$ cat config.mk
export PLATFORM = sky130hd
export DESIGN_NAME = mfts_modem_flat
export DESIGN_NICKNAME = d
export VERILOG_FILES = /design/src/mfts_pkg.sv /design/src/mfts_if.sv /design/src/mfts_bit_timer.sv /design/src/mfts_modem.sv /design/src/flat_wrapper.sv
export SDC_FILE = /design/constraint.sdc
export NUM_CORES = 1
export LEC_CHECK = 0
export CORE_UTILIZATION = 50
export DETAILED_ROUTE_END_ITERATION = 6
export DONT_BUFFER_PORTS = 1
export HOLD_SLACK_MARGIN = 0.12
export SYNTH_ARGS = -nofsm -noshare
export SYNTH_HDL_FRONTEND = slang
export SYNTH_SLANG_ARGS = --single-unit
$ cat constraint.sdc
create_clock -name I_SYS_CLK -period 3.3 [get_ports I_SYS_CLK]
set_clock_uncertainty 0.05 [all_clocks]
set_input_delay 0.33 -clock I_SYS_CLK [delete_from_list [all_inputs] [get_ports I_SYS_CLK]]
set_output_delay 0.33 -clock I_SYS_CLK [all_outputs]
set_load 0.01 [all_outputs]
$ cat src/mfts_pkg.sv
// Package of constants and types for the modem frame task sequencer
package mfts_pkg;

  // ==========================================================================
  // Clock and bit rate
  // ==========================================================================
  localparam int unsigned CLK_HZ      = 10000000;
  localparam int unsigned BIT_RATE_HZ = 8000;
  localparam int unsigned BIT_CYCLES  = CLK_HZ / BIT_RATE_HZ;
  localparam logic [10:0] BIT_DIV_MAX = 11'(BIT_CYCLES - 1);

  // ==========================================================================
  // Task codes written by the host
  // ==========================================================================
  typedef enum logic [2:0] {
    TASK_NULL   = 3'h0,
    TASK_HEAD   = 3'h1,  // frame_head_send_task
    TASK_DATA   = 3'h2,  // data_block_send_task
    TASK_SINGLE = 3'h3,  // single_byte_send_task
    TASK_SYNC   = 3'h4,  // sync_byte_load_task
    TASK_HSRCH  = 3'h5,  // head_search_task
    TASK_SSRCH  = 3'h6,  // sync_search_task
    TASK_RXDATA = 3'h7   // data_block_receive_task
  } mfts_task_t;

  // ==========================================================================
  // Byte counts and bit-period figures
  // ==========================================================================
  localparam logic [4:0] HEAD_BYTES   = 5'h06;
  localparam logic [4:0] DATA_BYTES   = 5'h12;
  localparam logic [4:0] SINGLE_BYTES = 5'h01;
  localparam logic [4:0] SYNC_BYTES   = 5'h02;
  localparam logic [4:0] HEAD_CTRL_RX = 5'h02;
  localparam logic [4:0] RX_BLOCK_LEN = 5'h12;
  localparam logic [7:0] SETTLE_BITS  = 8'h02;
  localparam logic [7:0] SRCH_WAIT    = 8'h0C;
  localparam logic [7:0] LEV_CLAMP    = 8'h01;
  localparam logic [7:0] LEV_WINDOW   = 8'h1C;
  localparam logic [7:0] LEV_TIMEOUT  = 8'h1E;
  localparam logic [7:0] CLK_WINDOW   = 8'h0E;
  localparam logic [7:0] CLK_WIDE     = 8'h10;
  localparam logic [7:0] CLK_MEDIUM   = 8'h1E;
  localparam logic [7:0] HANG_BYTE    = 8'h33;
  localparam logic [7:0] TX_BYTE_BITS = 8'h08;
  localparam logic [3:0] RX_HEAD_BITS = 4'h8;

  // ==========================================================================
  // Level and clock loop modes
  // ==========================================================================
  typedef enum logic [1:0] {
    LEV_IDLE  = 2'h0,
    LEV_CLAMP_M = 2'h1,
    LEV_LOSSY = 2'h2,
    LEV_RESID = 2'h3
  } mfts_lev_t;

  typedef enum logic [1:0] {
    LRES_LOSSY = 2'h0,
    LRES_AVG   = 2'h1,
    LRES_HOLD  = 2'h2
  } mfts_lres_t;

  typedef enum logic [1:0] {
    BW_WIDE   = 2'h0,
    BW_MEDIUM = 2'h1,
    BW_RESID  = 2'h2
  } mfts_bw_t;

  // Reset values
  localparam logic [7:0] BYTE_RST = 8'h00;

endpackage : mfts_pkg

$ cat src/mfts_if.sv
// Interface joining the modem sequencer and its host controller
`timescale 1ns/1ps
interface mfts_if;
  logic       task_wr;     // Task write strobe, one cycle
  logic [2:0] task_code;   // Task written with the strobe
  logic       lev_acq;     // level_acquire_cmd with the task
  logic       clk_acq;     // clock_acquire_cmd with the task
  logic       buf_wr;      // Host loads a byte into the data buffer
  logic       buf_rd;      // Host reads a byte from the data buffer
  logic [7:0] buf_wdata;
  logic [7:0] buf_rdata;
  logic       stat_rd;     // Status read strobe
  logic [7:0] status;      // Status byte
  logic       irq;         // Interrupt, level, cleared by status read
  logic       frame_sync;  // Frame sync found (receive)

  modport modem (input task_wr, task_code, lev_acq, clk_acq, buf_wr, buf_rd,
                 buf_wdata, stat_rd, frame_sync,
                 output buf_rdata, status, irq);
  modport host (output task_wr, task_code, lev_acq, clk_acq, buf_wr,
                buf_rd, buf_wdata, stat_rd, frame_sync,
                input buf_rdata, status, irq);
endinterface : mfts_if

$ cat src/mfts_bit_timer.sv
// Bit-period enable divider shared by both ends
`timescale 1ns/1ps
module mfts_bit_timer (
  input  wire logic I_SYS_CLK,
  input  wire logic I_RST,
  input  wire logic i_restart,
  output logic      o_bit_en
);
  logic [10:0] div_q;

  // ==========================================================================
  // Divider
  // ==========================================================================
  // One-cycle pulse per bit period, realigned on restart
  always_ff @(posedge I_SYS_CLK or posedge I_RST) begin
    if (I_RST) begin
      div_q <= 11'h000;
    end else if (i_restart || div_q == mfts_pkg::BIT_DIV_MAX) begin
      div_q <= 11'h000;
    end else begin
      div_q <= div_q + 11'h001;
    end
  end

  assign o_bit_en = (div_q == mfts_pkg::BIT_DIV_MAX);
endmodule : mfts_bit_timer

$ cat src/mfts_modem.sv
// Modem end: task sequencer and acquisition control
`timescale 1ns/1ps
module mfts_modem (
  input  wire logic       I_SYS_CLK,
  input  wire logic       I_RST,
  mfts_if.modem           bus,
  input  wire logic       I_TX_MODE,
  input  wire logic [1:0] I_LEVEL_RESIDUAL_MODE,
  input  wire logic [1:0] I_CLOCK_LOOP_BANDWIDTH,
  output logic            o_tx_bit,
  output logic [1:0]      o_level_mode,
  output logic [1:0]      o_level_residual,
  output logic [1:0]      o_bw_mode,
  output logic [1:0]      o_bw_residual,
  output logic            o_idle
);

  // ==========================================================================
  // Declarations
  // ==========================================================================
  typedef enum logic [2:0] {
    ST_IDLE  = 3'h0,
    ST_TX    = 3'h1,
    ST_RXSYN = 3'h2,
    ST_SRCH  = 3'h3,
    ST_RXHD  = 3'h4,
    ST_RXBLK = 3'h5
  } mfts_st_t;

  mfts_st_t               st_q;
  mfts_pkg::mfts_lev_t    lev_q;
  mfts_pkg::mfts_bw_t     bw_q;
  logic [7:0]             mem_q [0:31];
  logic [4:0]             wp_q;
  logic [4:0]             rp_q;
  logic [4:0]             need_q;
  logic [7:0]             shift_q;
  logic [7:0]             bitc_q;
  logic                   bits_q;
  logic [7:0]             levc_q;
  logic [7:0]             bwc_q;
  logic                   lev_srch_q;
  logic                   bw_srch_q;
  logic                   irq_q;
  logic                   empty_q;
  logic                   err_q;
  logic [7:0]             rdata_q;
  logic                   bit_en;

  // ==========================================================================
  // Decoding
  // ==========================================================================
  wire logic tw        = bus.task_wr;
  wire logic is_tx     = tw && (bus.task_code == mfts_pkg::TASK_HEAD ||
                                bus.task_code == mfts_pkg::TASK_DATA ||
                                bus.task_code == mfts_pkg::TASK_SINGLE);
  wire logic is_srch   = tw && (bus.task_code == mfts_pkg::TASK_HSRCH ||
                                bus.task_code == mfts_pkg::TASK_SSRCH);
  wire logic is_sync   = tw && bus.task_code == mfts_pkg::TASK_SYNC;
  wire logic is_rxblk  = tw && bus.task_code == mfts_pkg::TASK_RXDATA;
  // Next byte loads as the last bit of the one before ends: no gap bit
  wire logic take_tx   = st_q == ST_TX && bit_en &&
                         (!bits_q || bitc_q == 8'h01) && rp_q != need_q;
  wire logic take_sync = st_q == ST_RXSYN && bit_en && rp_q != need_q;
  wire logic last_take = (take_tx || take_sync) &&
                         (rp_q + 5'h01 == need_q);
  wire logic tx_drain  = st_q == ST_TX && bit_en && bits_q &&
                         bitc_q == 8'h01 && rp_q == need_q;
  wire logic sync_hit  = st_q == ST_SRCH && bus.frame_sync;
  wire logic rx_done   = (st_q == ST_RXHD || st_q == ST_RXBLK) && bit_en &&
                         bitc_q == 8'h00;
  // Realign bit timing only on acquire commands or a transmit from idle,
  // so a later task write does not stretch a bit in flight
  wire logic bit_restart = tw && (bus.lev_acq || bus.clk_acq ||
                                  (is_tx && st_q == ST_IDLE));

  // Task load length by code
  function automatic logic [4:0] task_len(input logic [2:0] c);
    unique case (c)
      mfts_pkg::TASK_HEAD:   task_len = mfts_pkg::HEAD_BYTES;
      mfts_pkg::TASK_DATA:   task_len = mfts_pkg::DATA_BYTES;
      mfts_pkg::TASK_SINGLE: task_len = mfts_pkg::SINGLE_BYTES;
      mfts_pkg::TASK_SYNC:   task_len = mfts_pkg::SYNC_BYTES;
      default:               task_len = 5'h00;
    endcase
  endfunction

  mfts_bit_timer u_bit (
    .I_SYS_CLK (I_SYS_CLK),
    .I_RST     (I_RST),
    .i_restart (bit_restart),
    .o_bit_en  (bit_en)
  );

  // ==========================================================================
  // Data buffer
  // ==========================================================================
  // Host writes bytes; a new task restarts reading at the head
  always_ff @(posedge I_SYS_CLK) begin
    if (bus.buf_wr) begin
      mem_q[wp_q] <= bus.buf_wdata;
    end
  end

  // Pointers and read data
  always_ff @(posedge I_SYS_CLK or posedge I_RST) begin
    if (I_RST) begin
      wp_q    <= 5'h00;
      rp_q    <= 5'h00;
      need_q  <= 5'h00;
      rdata_q <= mfts_pkg::BYTE_RST;
    end else begin
      if (tw) begin
        wp_q   <= 5'h00;
        rp_q   <= 5'h00;
        need_q <= task_len(bus.task_code);
      end else begin
        if (bus.buf_wr) wp_q <= wp_q + 5'h01;
        if (take_tx || take_sync || bus.buf_rd) rp_q <= rp_q + 5'h01;
      end
      rdata_q <= mem_q[rp_q];
    end
  end

  // ==========================================================================
  // Task sequencer
  // ==========================================================================
  // Main state, bit shifting and receive counters
  always_ff @(posedge I_SYS_CLK or posedge I_RST) begin
    if (I_RST) begin
      st_q    <= ST_IDLE;
      shift_q <= mfts_pkg::BYTE_RST;
      bitc_q  <= 8'h00;
      bits_q  <= 1'b0;
    end else if (tw) begin
      if (!is_tx) bits_q <= 1'b0;  // A non-transmit task drops a byte in flight
      unique case (1'b1)
        is_tx:    st_q <= ST_TX;
        is_sync:  st_q <= ST_RXSYN;
        is_srch:  st_q <= ST_SRCH;
        is_rxblk: begin
          st_q   <= ST_RXBLK;
          bitc_q <= {3'h0, mfts_pkg::RX_BLOCK_LEN} << 3;
        end
        default:  st_q <= ST_IDLE;
      endcase
    end else begin
      if (take_tx) begin
        shift_q <= mem_q[rp_q];
        bitc_q  <= mfts_pkg::TX_BYTE_BITS;
        bits_q  <= 1'b1;
      end else if (st_q == ST_TX && bit_en && bits_q) begin
        shift_q <= {shift_q[6:0], 1'b0};
        bitc_q  <= bitc_q - 8'h01;
        bits_q  <= bitc_q != 8'h01;
        if (tx_drain) st_q <= ST_IDLE;
      end
      if (st_q == ST_RXSYN && last_take) st_q <= ST_IDLE;
      if (sync_hit) begin
        st_q   <= ST_RXHD;
        bitc_q <= {3'h0, mfts_pkg::HEAD_CTRL_RX} << 3;
      end
      if ((st_q == ST_RXHD || st_q == ST_RXBLK) && bit_en) begin
        bitc_q <= bitc_q - 8'h01;
        if (bitc_q == 8'h00) st_q <= ST_IDLE;
      end
    end
  end

  // ==========================================================================
  // Interrupt and status
  // ==========================================================================
  // Set beats the status read clear
  always_ff @(posedge I_SYS_CLK or posedge I_RST) begin
    if (I_RST) begin
      irq_q   <= 1'b0;
      empty_q <= 1'b1;
      err_q   <= 1'b0;
    end else begin
      if (last_take) irq_q <= 1'b1;
      else if (rx_done) irq_q <= 1'b1;
      else if (tx_drain && I_TX_MODE) irq_q <= 1'b1;
      else if (bus.stat_rd) irq_q <= 1'b0;
      if (tx_drain && I_TX_MODE) empty_q <= 1'b1;
      else if (tw && bus.task_code != mfts_pkg::TASK_NULL) empty_q <= 1'b0;
      if (!I_TX_MODE && rx_done) err_q <= 1'b0;
    end
  end

  // ==========================================================================
  // Level acquisition
  // ==========================================================================
  always_ff @(posedge I_SYS_CLK or posedge I_RST) begin
    if (I_RST) begin
      lev_q      <= mfts_pkg::LEV_IDLE;
      levc_q     <= 8'h00;
      lev_srch_q <= 1'b0;
    end else if (tw && bus.lev_acq) begin
      lev_q      <= mfts_pkg::LEV_CLAMP_M;
      levc_q     <= 8'h00;
      lev_srch_q <= is_srch;
    end else begin
      if (bit_en && lev_q != mfts_pkg::LEV_IDLE &&
          lev_q != mfts_pkg::LEV_RESID && levc_q != 8'hFF) begin
        levc_q <= levc_q + 8'h01;
      end
      if (is_srch && lev_q != mfts_pkg::LEV_RESID &&
          levc_q < mfts_pkg::LEV_WINDOW) begin
        lev_srch_q <= 1'b1;
      end
      if (lev_q == mfts_pkg::LEV_CLAMP_M && bit_en &&
          levc_q + 8'h01 == mfts_pkg::LEV_CLAMP) begin
        lev_q <= mfts_pkg::LEV_LOSSY;
      end else if (lev_q == mfts_pkg::LEV_LOSSY) begin
        if (lev_srch_q && sync_hit) begin
          lev_q <= mfts_pkg::LEV_RESID;
        end else if (!lev_srch_q && bit_en &&
                     levc_q + 8'h01 == mfts_pkg::LEV_TIMEOUT) begin
          lev_q <= mfts_pkg::LEV_RESID;
        end
      end
    end
  end

  // ==========================================================================
  // Clock loop bandwidth
  // ==========================================================================
  always_ff @(posedge I_SYS_CLK or posedge I_RST) begin
    if (I_RST) begin
      bw_q      <= mfts_pkg::BW_RESID;
      bwc_q     <= 8'h00;
      bw_srch_q <= 1'b0;
    end else if (tw && bus.clk_acq) begin
      bw_q      <= mfts_pkg::BW_WIDE;
      bwc_q     <= 8'h00;
      bw_srch_q <= is_srch;
    end else begin
      if (bit_en && bw_q != mfts_pkg::BW_RESID) bwc_q <= bwc_q + 8'h01;
      if (is_srch && bw_q == mfts_pkg::BW_WIDE &&
          bwc_q < mfts_pkg::CLK_WINDOW) begin
        bw_srch_q <= 1'b1;
      end
      if (bw_q == mfts_pkg::BW_WIDE) begin
        if ((bw_srch_q && sync_hit) || (!bw_srch_q && bit_en &&
            bwc_q + 8'h01 == mfts_pkg::CLK_WIDE)) begin
          bw_q  <= mfts_pkg::BW_MEDIUM;
          bwc_q <= 8'h00;
        end
      end else if (bw_q == mfts_pkg::BW_MEDIUM && bit_en &&
                   bwc_q + 8'h01 == mfts_pkg::CLK_MEDIUM) begin
        bw_q <= mfts_pkg::BW_RESID;
      end
    end
  end

  // ==========================================================================
  // Outputs
  // ==========================================================================
  assign bus.irq          = irq_q;
  assign bus.buf_rdata    = rdata_q;
  assign bus.status       = {1'b0, irq_q, empty_q && I_TX_MODE, 1'b0,
                             err_q, 3'h0};
  assign o_tx_bit         = shift_q[7];
  assign o_level_mode     = lev_q;
  assign o_level_residual = I_LEVEL_RESIDUAL_MODE;
  assign o_bw_mode        = bw_q;
  assign o_bw_residual    = I_CLOCK_LOOP_BANDWIDTH;
  assign o_idle           = st_q == ST_IDLE;
endmodule : mfts_modem

$ cat src/flat_wrapper.sv
// flat-port wrapper written by rule: the top's interface ports become plain ports
module mfts_modem_flat 
  (I_SYS_CLK, I_RST, I_TX_MODE, I_LEVEL_RESIDUAL_MODE, I_CLOCK_LOOP_BANDWIDTH, o_tx_bit, o_level_mode, o_level_residual, o_bw_mode, o_bw_residual, o_idle, bus_task_wr, bus_task_code, bus_lev_acq, bus_clk_acq, bus_buf_wr, bus_buf_rd, bus_buf_wdata, bus_stat_rd, bus_frame_sync, bus_buf_rdata, bus_status, bus_irq);
  mfts_if bus_i ();
  input  wire logic I_SYS_CLK;
  input  wire logic I_RST;
  input  wire logic I_TX_MODE;
  input  wire logic [1:0] I_LEVEL_RESIDUAL_MODE;
  input  wire logic [1:0] I_CLOCK_LOOP_BANDWIDTH;
  output logic o_tx_bit;
  output logic [1:0] o_level_mode;
  output logic [1:0] o_level_residual;
  output logic [1:0] o_bw_mode;
  output logic [1:0] o_bw_residual;
  output logic o_idle;
  input wire logic [$bits(bus_i.task_wr)-1:0] bus_task_wr;
  input wire logic [$bits(bus_i.task_code)-1:0] bus_task_code;
  input wire logic [$bits(bus_i.lev_acq)-1:0] bus_lev_acq;
  input wire logic [$bits(bus_i.clk_acq)-1:0] bus_clk_acq;
  input wire logic [$bits(bus_i.buf_wr)-1:0] bus_buf_wr;
  input wire logic [$bits(bus_i.buf_rd)-1:0] bus_buf_rd;
  input wire logic [$bits(bus_i.buf_wdata)-1:0] bus_buf_wdata;
  input wire logic [$bits(bus_i.stat_rd)-1:0] bus_stat_rd;
  input wire logic [$bits(bus_i.frame_sync)-1:0] bus_frame_sync;
  output wire logic [$bits(bus_i.buf_rdata)-1:0] bus_buf_rdata;
  output wire logic [$bits(bus_i.status)-1:0] bus_status;
  output wire logic [$bits(bus_i.irq)-1:0] bus_irq;
  assign bus_i.task_wr = bus_task_wr;
  assign bus_i.task_code = bus_task_code;
  assign bus_i.lev_acq = bus_lev_acq;
  assign bus_i.clk_acq = bus_clk_acq;
  assign bus_i.buf_wr = bus_buf_wr;
  assign bus_i.buf_rd = bus_buf_rd;
  assign bus_i.buf_wdata = bus_buf_wdata;
  assign bus_i.stat_rd = bus_stat_rd;
  assign bus_i.frame_sync = bus_frame_sync;
  assign bus_buf_rdata = bus_i.buf_rdata;
  assign bus_status = bus_i.status;
  assign bus_irq = bus_i.irq;
  mfts_modem u_core (.I_SYS_CLK(I_SYS_CLK), .I_RST(I_RST), .bus(bus_i), .I_TX_MODE(I_TX_MODE), .I_LEVEL_RESIDUAL_MODE(I_LEVEL_RESIDUAL_MODE), .I_CLOCK_LOOP_BANDWIDTH(I_CLOCK_LOOP_BANDWIDTH), .o_tx_bit(o_tx_bit), .o_level_mode(o_level_mode), .o_level_residual(o_level_residual), .o_bw_mode(o_bw_mode), .o_bw_residual(o_bw_residual), .o_idle(o_idle));
endmodule
After elaboration in Yosys (flattened, before gate mapping)
Memory sizes are Yosys's and may differ from the RTL's.
Cells that the tools add are included.
{"block": "word_totals", "word_cells": 191, "input_bits": 25, "memories": 1, "regBits": 78, "output_inout_bits": 27, "ramBits": 256}
{"memory": "u_core.mem_q", "words": 32, "word_bits": 8, "read_ports": 1, "rd_clocked_by_memory_dff": 0, "write_ports": 1, "line": "mfts_modem.sv:33", "text": "logic [7:0] mem_q [0:31];"}
{"block": "classes", "reduce_logical": 79, "n_bitwise": 1, "eq_ne": 31, "addsub": 6, "n_mux": 54, "magnitude_cmp": 2}
{"operator": "8-bit two-way mux", "n": 14}
{"operator": "1-bit logical AND", "n": 42}
{"operator": "8-bit by 5-bit == test with 1-bit output, second input constant", "n": 3}
{"operator": "3-bit two-way mux", "n": 8}
{"operator": "5-bit two-way mux", "n": 4}
{"operator": "5-bit one-hot mux with 4 select lines", "n": 1}
{"operator": "3-bit == test, second input constant", "n": 6}
{"operator": "2-bit two-way mux", "n": 9}
{"operator": "8-bit by 1-bit adder with 8-bit output, second input constant", "n": 2}
{"operator": "8-bit by 1-bit == test with 1-bit output, second input constant", "n": 2}
{"operator": "1-bit two-way mux", "n": 16}
{"operator": "2-bit nonzero test", "n": 8}
{"operator": "3-bit by 2-bit == test with 1-bit output, second input constant", "n": 4}
{"operator": "3-bit one-hot mux with 4 select lines", "n": 1}
{"operator": "3-bit nonzero test", "n": 4}
{"operator": "11-bit by 1-bit adder with 11-bit output, second input constant", "n": 1}
{"operator": "11-bit == test, second input constant", "n": 1}
{"operator": "1-bit logical OR", "n": 11}
{"operator": "11-bit two-way mux", "n": 1}
{"operator": "5-bit by 1-bit adder with 5-bit output, second input constant", "n": 2}
{"operator": "5-bit == test", "n": 2}
{"operator": "2-bit AND reduction", "n": 5}
{"operator": "8-bit logical NOT", "n": 1}
{"operator": "8-bit by 4-bit less-than comparator with 1-bit output, second input constant", "n": 1}
{"operator": "other kinds (17)", "n": 24}

Logic depth before layout (Yosys ltp)
{"block": "logic_depth", "depth_word": 13, "ltp_mapped": 9, "mapped_depth_nobuf": 7}

By module
Synthesis repeated with hierarchy kept, for this count alone.
{"block": "hier_totals", "cells_unflattened": 900, "area_unflattened_um2": 14321.2}
{"mod": "mfts_modem", "seq_area_each_um2": 9341.5, "area_each_um2": 13765.7, "n_inst": 1, "cells_each": 845}
{"mod": "mfts_bit_timer", "seq_area_each_um2": 275.3, "area_each_um2": 555.5, "n_inst": 1, "cells_each": 55}

Worst setup path before layout
OpenSTA, ideal clock, no wires.
{"block": "synth_path", "path_type": "flip-flop to flip-flop", "from": "register u_core.rp_q[0]", "to": "register u_core.shift_q[2]", "setup_time_ps": 132, "arrival_ps": 2383, "t_required_ps": 3118, "n_path_buf": 2, "path_stages_with_launch": 8, "synth_period_minus_slack_ps": 2565, "setup_slack_ps": 735, "cell_sequence": "dfrtp_1 > buf_2 > clkbuf_1 > mux4_2 > mux4_2 > mux2_2 > mux2i_1 > o21ai_1"}
{"block": "synth_between", "elab_chain_cells": 4, "elab_cells_between_ends": 6, "cone_classes": "eq/ne (1); mux (1); reduce/logical (3); memory (1)"}
{"item": "start: declaration", "line": "mfts_modem.sv:35", "text": "logic [4:0] rp_q;"}
{"item": "start signal: assignment", "line": "mfts_modem.sv:119", "text": "if (take_tx || take_sync || bus.buf_rd) rp_q <= rp_q + 5'h01;"}
{"item": "parallel branches: the longest is 4 deep, another holds memory read 32 x 8 bit"}
{"item": "end signal: assignment", "line": "mfts_modem.sv:132", "text": "shift_q <= mfts_pkg::BYTE_RST;"}
{"item": "end signal: assignment", "line": "mfts_modem.sv:149", "text": "shift_q <= mem_q[rp_q];"}
{"item": "end signal: assignment", "line": "mfts_modem.sv:153", "text": "shift_q <= {shift_q[6:0], 1'b0};"}
{"item": "end: declaration", "line": "mfts_modem.sv:37", "text": "logic [7:0] shift_q;"}
Several ways; the timed one is not identified.
A chain may end at the register's enable or synchronous reset.

Final worst setup path
{"block": "layout_path", "from": "register u_core.rp_q[0]", "to": "register u_core.shift_q[1]"}
Same word-level chain as after synthesis.

==> metrics.md <==
| Metric | Value |
|---|---|
| Power density cells | 574 mW/mm^2 |
| Total wire length | 32,500 um |
| Clock slew at reported path FFs | approximately 0.06 ns |
| Via count | 8,198 |
| # diodes | 0 |
| Seq/Total Area, Yosys | 66.7% |
| Worst Hold Class | input port to flip-flop |
| Synth top cells by count | edfxtp_1, nor2_1, dfrtp_1 |
| Chip height | 172 um |
| DP Wirelength | 20,600 um |
| Initial core utilization | 51.4% |
| Yosys synthesis warning count | 0 |
| Pins Over Slew Limit | 0 |
| First-pass GRT wire length | 49,800 um |
| Crit-path max cell delay | 0.64 ns |
| Worst Tran Pin Value | 1.32 ns |
| CTS tree | built |
| CP dominant cell by count | mux4_2 |
| Overall Global Routing Usage | between 20% and 30% |
| Yosys reg bits | about 330 |
| Critical path's slowest cell | dfrtp_4 |
| Crit share post-route | 83.8% |
| Place WS | 0.516 ns |
| Cell Rows | 61 |
| CP Max Fanout | 39 |
| Buffers and inverters on the worst path | 1 |
| WP data arrival | slightly above 3 ns |
| Area grow syn2layout | 14.0% |
| Pwr Total | 9.43 mW |
| Max H-tree Level | 2 |
| Fill count | 2,163 |
| Yosys top cell by area | edfxtp_1 |
| Synthesized netlist cell count | 915 |
| CTS root buffer | clkbuf_16 |
| Largest cells by area after synthesis | edfxtp_1, dfrtp_1, mux4_2 |
| First-pass detailed-route iteration total | 7 |
| Setup Buffers After CTS | 0 |
| Slew margin rel. | ~11% |
| Starting DRC count in detailed routing | 778 |
| Endpoints failing setup | 0 |
| Worst EP required | 3.64 ns |
| Placer Congestion | 0.884 |
| Fmax | 362 MHz |
| Fin. Hold Viols | 0 |
| Maximum clock insertion buffer count | 3 |
| Drt via density | 6.02 |
| RSZ-0062 raised after global routing | no |
| Area of the core | 0.0281 mm^2 |
| Final ANT Viol Nets | 0 |
| Mean Syn Cell Area | about 16 um^2 |
| Tmin final | 2.76 ns |
| Number of synthesized flops with an enable pin | 256 |
| Worst setup path class | flip-flop to flip-flop |
| IO Port Bufs | 0 |
| GR Overflow Total | 0 |
| CTS sink count | 333 |
| Die X | 172 um |
| Vias in the first global route | ~8,200 |
| Leak Pwr | 5.60 nW |
| Die Area | 0.0295 mm^2 |
| Hold buffer count at cts | 25 |
| Post-DR wirelength/cell | 23.9 um |
| Most frequent cell after synthesis | edfxtp_1 |
| Final WS setup | roughly 0.54 ns |
| Post-synth top area share | 53.3% |
| Worst setup SP type | flip-flop |
| Share of post-route cells with drive strength above 1 | 19.3% |
| Async set or reset register ratio after synthesis | 23.1% |
| Largest net degree at the start of global routing | 55 |
| Outcome | finished clean |
| Fin nets | 997 |
| Sequence of cells on the critical path | buf_12, mux4_2, mux4_2, mux2_2, mux2i_1, o21ai_0 |
| Main synth FF type | edfxtp_1 |
| TNS Setup | 0 ns |
| Initial antenna violation count | 0 |
| Mapped Area | 0.0144 mm^2 |
| Crit end category | flip-flop |
| Maxcap violations | 0 |
| Clk Latency, worst-skew pair | 0.52 ns |
| TritonCTS Buffers | 35 |
| DP Area | 0.0149 mm^2 |
| Drc violations | 0 |
| Family with the most delay on the worst path | multiplexers |
| Finished Cell Area | 0.0164 mm^2 |
| Io pins | 52 |
| Peak VDD IR | 0.466 mV |
| Synth cell types | 67 |
| # resized after CTS | 0 |
registers in the layout (all words and copies together) (netlist names), 2 cells and up:
signal / count
u_core.mem_q: 256
u_core.u_bit.div_q: 11
u_core.bitc_q: 8
u_core.bus.buf_rdata: 8
u_core.bwc_q: 8
u_core.levc_q: 8
u_core.shift_q: 8
u_core.rp_q: 5
u_core.wp_q: 5
u_core.need_q: 4
u_core.st_q: 3
u_core.o_bw_mode: 2
u_core.o_level_mode: 2
layout by cell type, fill, tap and decap left out, drive strengths merged, types with 7 or more instances in the layout:
master       Yosys  layout
a21oi           10      10
a31oi           11      11
and2             8       8
and3            10      10
buf             24      35
clkbuf          34      43
clkinv           0      12
dfrtp           75      75
dlygate4sd3      0      22
edfxtp         256     256
ha              16      16
inv             20      20
mux2             9       9
mux2i           24      24
mux4            72      72
nand2           45      45
nand2b           8       8
nand3           26      26
nand4           17      17
nor2            78      78
nor3            18      18
o21a             7       7
o21ai           26      26
xnor2           19      19
xor2            21      21
routing by layer:
metal / vias to the layer above / share of wire (%) / GRT usage (%)
met5: - / 0 / 0
met4: 0 / 2.1 / 6.31
met3: 53 / 6.9 / 3.77
met2: 309 / 49 / 37.5
met1: 4217 / 42 / 32.5
li1: 3619 / - / -
where the power goes:
group	switching, mW	internal (mW)
Sequential	0.0743	4.59
Clock	1.60	2.55
Combinational	0.345	0.271
Total	2.02	7.41
worst min-delay path, cell delays in order:
cell and delay, ns:
and2_1 0.15, a21oi_1 0.12, a21oi_1 0.05
worst paths after layout:
kind	start	to	slack, ns	cells past startpoint
max in group asynchronous	I_RST	u_core.empty_q$_DFFE_PP1P_	2.11	3
min	bus_task_wr	u_core.bitc_q[3]$_DFFE_PP0P_	0.14	3
max reg2reg	u_core.rp_q[0]$_DFFE_PP0P_	u_core.shift_q[1]$_DFFE_PP0P_	0.54	6
max	u_core.rp_q[0]$_DFFE_PP0P_	u_core.shift_q[1]$_DFFE_PP0P_	0.54	6
min in group asynchronous	I_RST	u_core.rp_q[0]$_DFFE_PP0P_	0.28	2
min reg2reg	u_core.empty_q$_DFFE_PP1P_	u_core.empty_q$_DFFE_PP1P_	0.44	2
final cells by class:
type                            instances  area (um^2)  share of cell area [%]
Clock buffer                           43          958                    5.83
Clock inverter                         21          273                    1.66
Inverter                               20         76.3                   0.464
Multi-Input combinational cell        509         4480                    27.2
Sequential cell                       333         9620                    58.5
Tap cell                              378          473                    2.88
Timing Repair Buffer                   57          558                    3.39
per-stage QoR:
stage	instances	hold slack, ns	util [%]
after floorplan	920	0.379	-
after global placement	1272	0.224	53.1
after detailed placement	1272	0.235	53.1
after CTS	1361	0.121	58.5
after global routing	1361	0.141	58.5
final	1361	0.141	58.5
kinds of logic (layout without fill, tap and decap cells):
kind of cell	after synthesis	count (layout)	share of synthesized area, %
compound gates	99	99	5.01
xor+xnor	40	40	2.43
fa+ha+maj	16	16	1.39
buf+inv	78	141	2.46
flops	333	333	66.7
mux	105	105	13.6
other cells	1	6	0.0260
simple gates	243	243	8.41
Power figures use the tool's default switching activity.
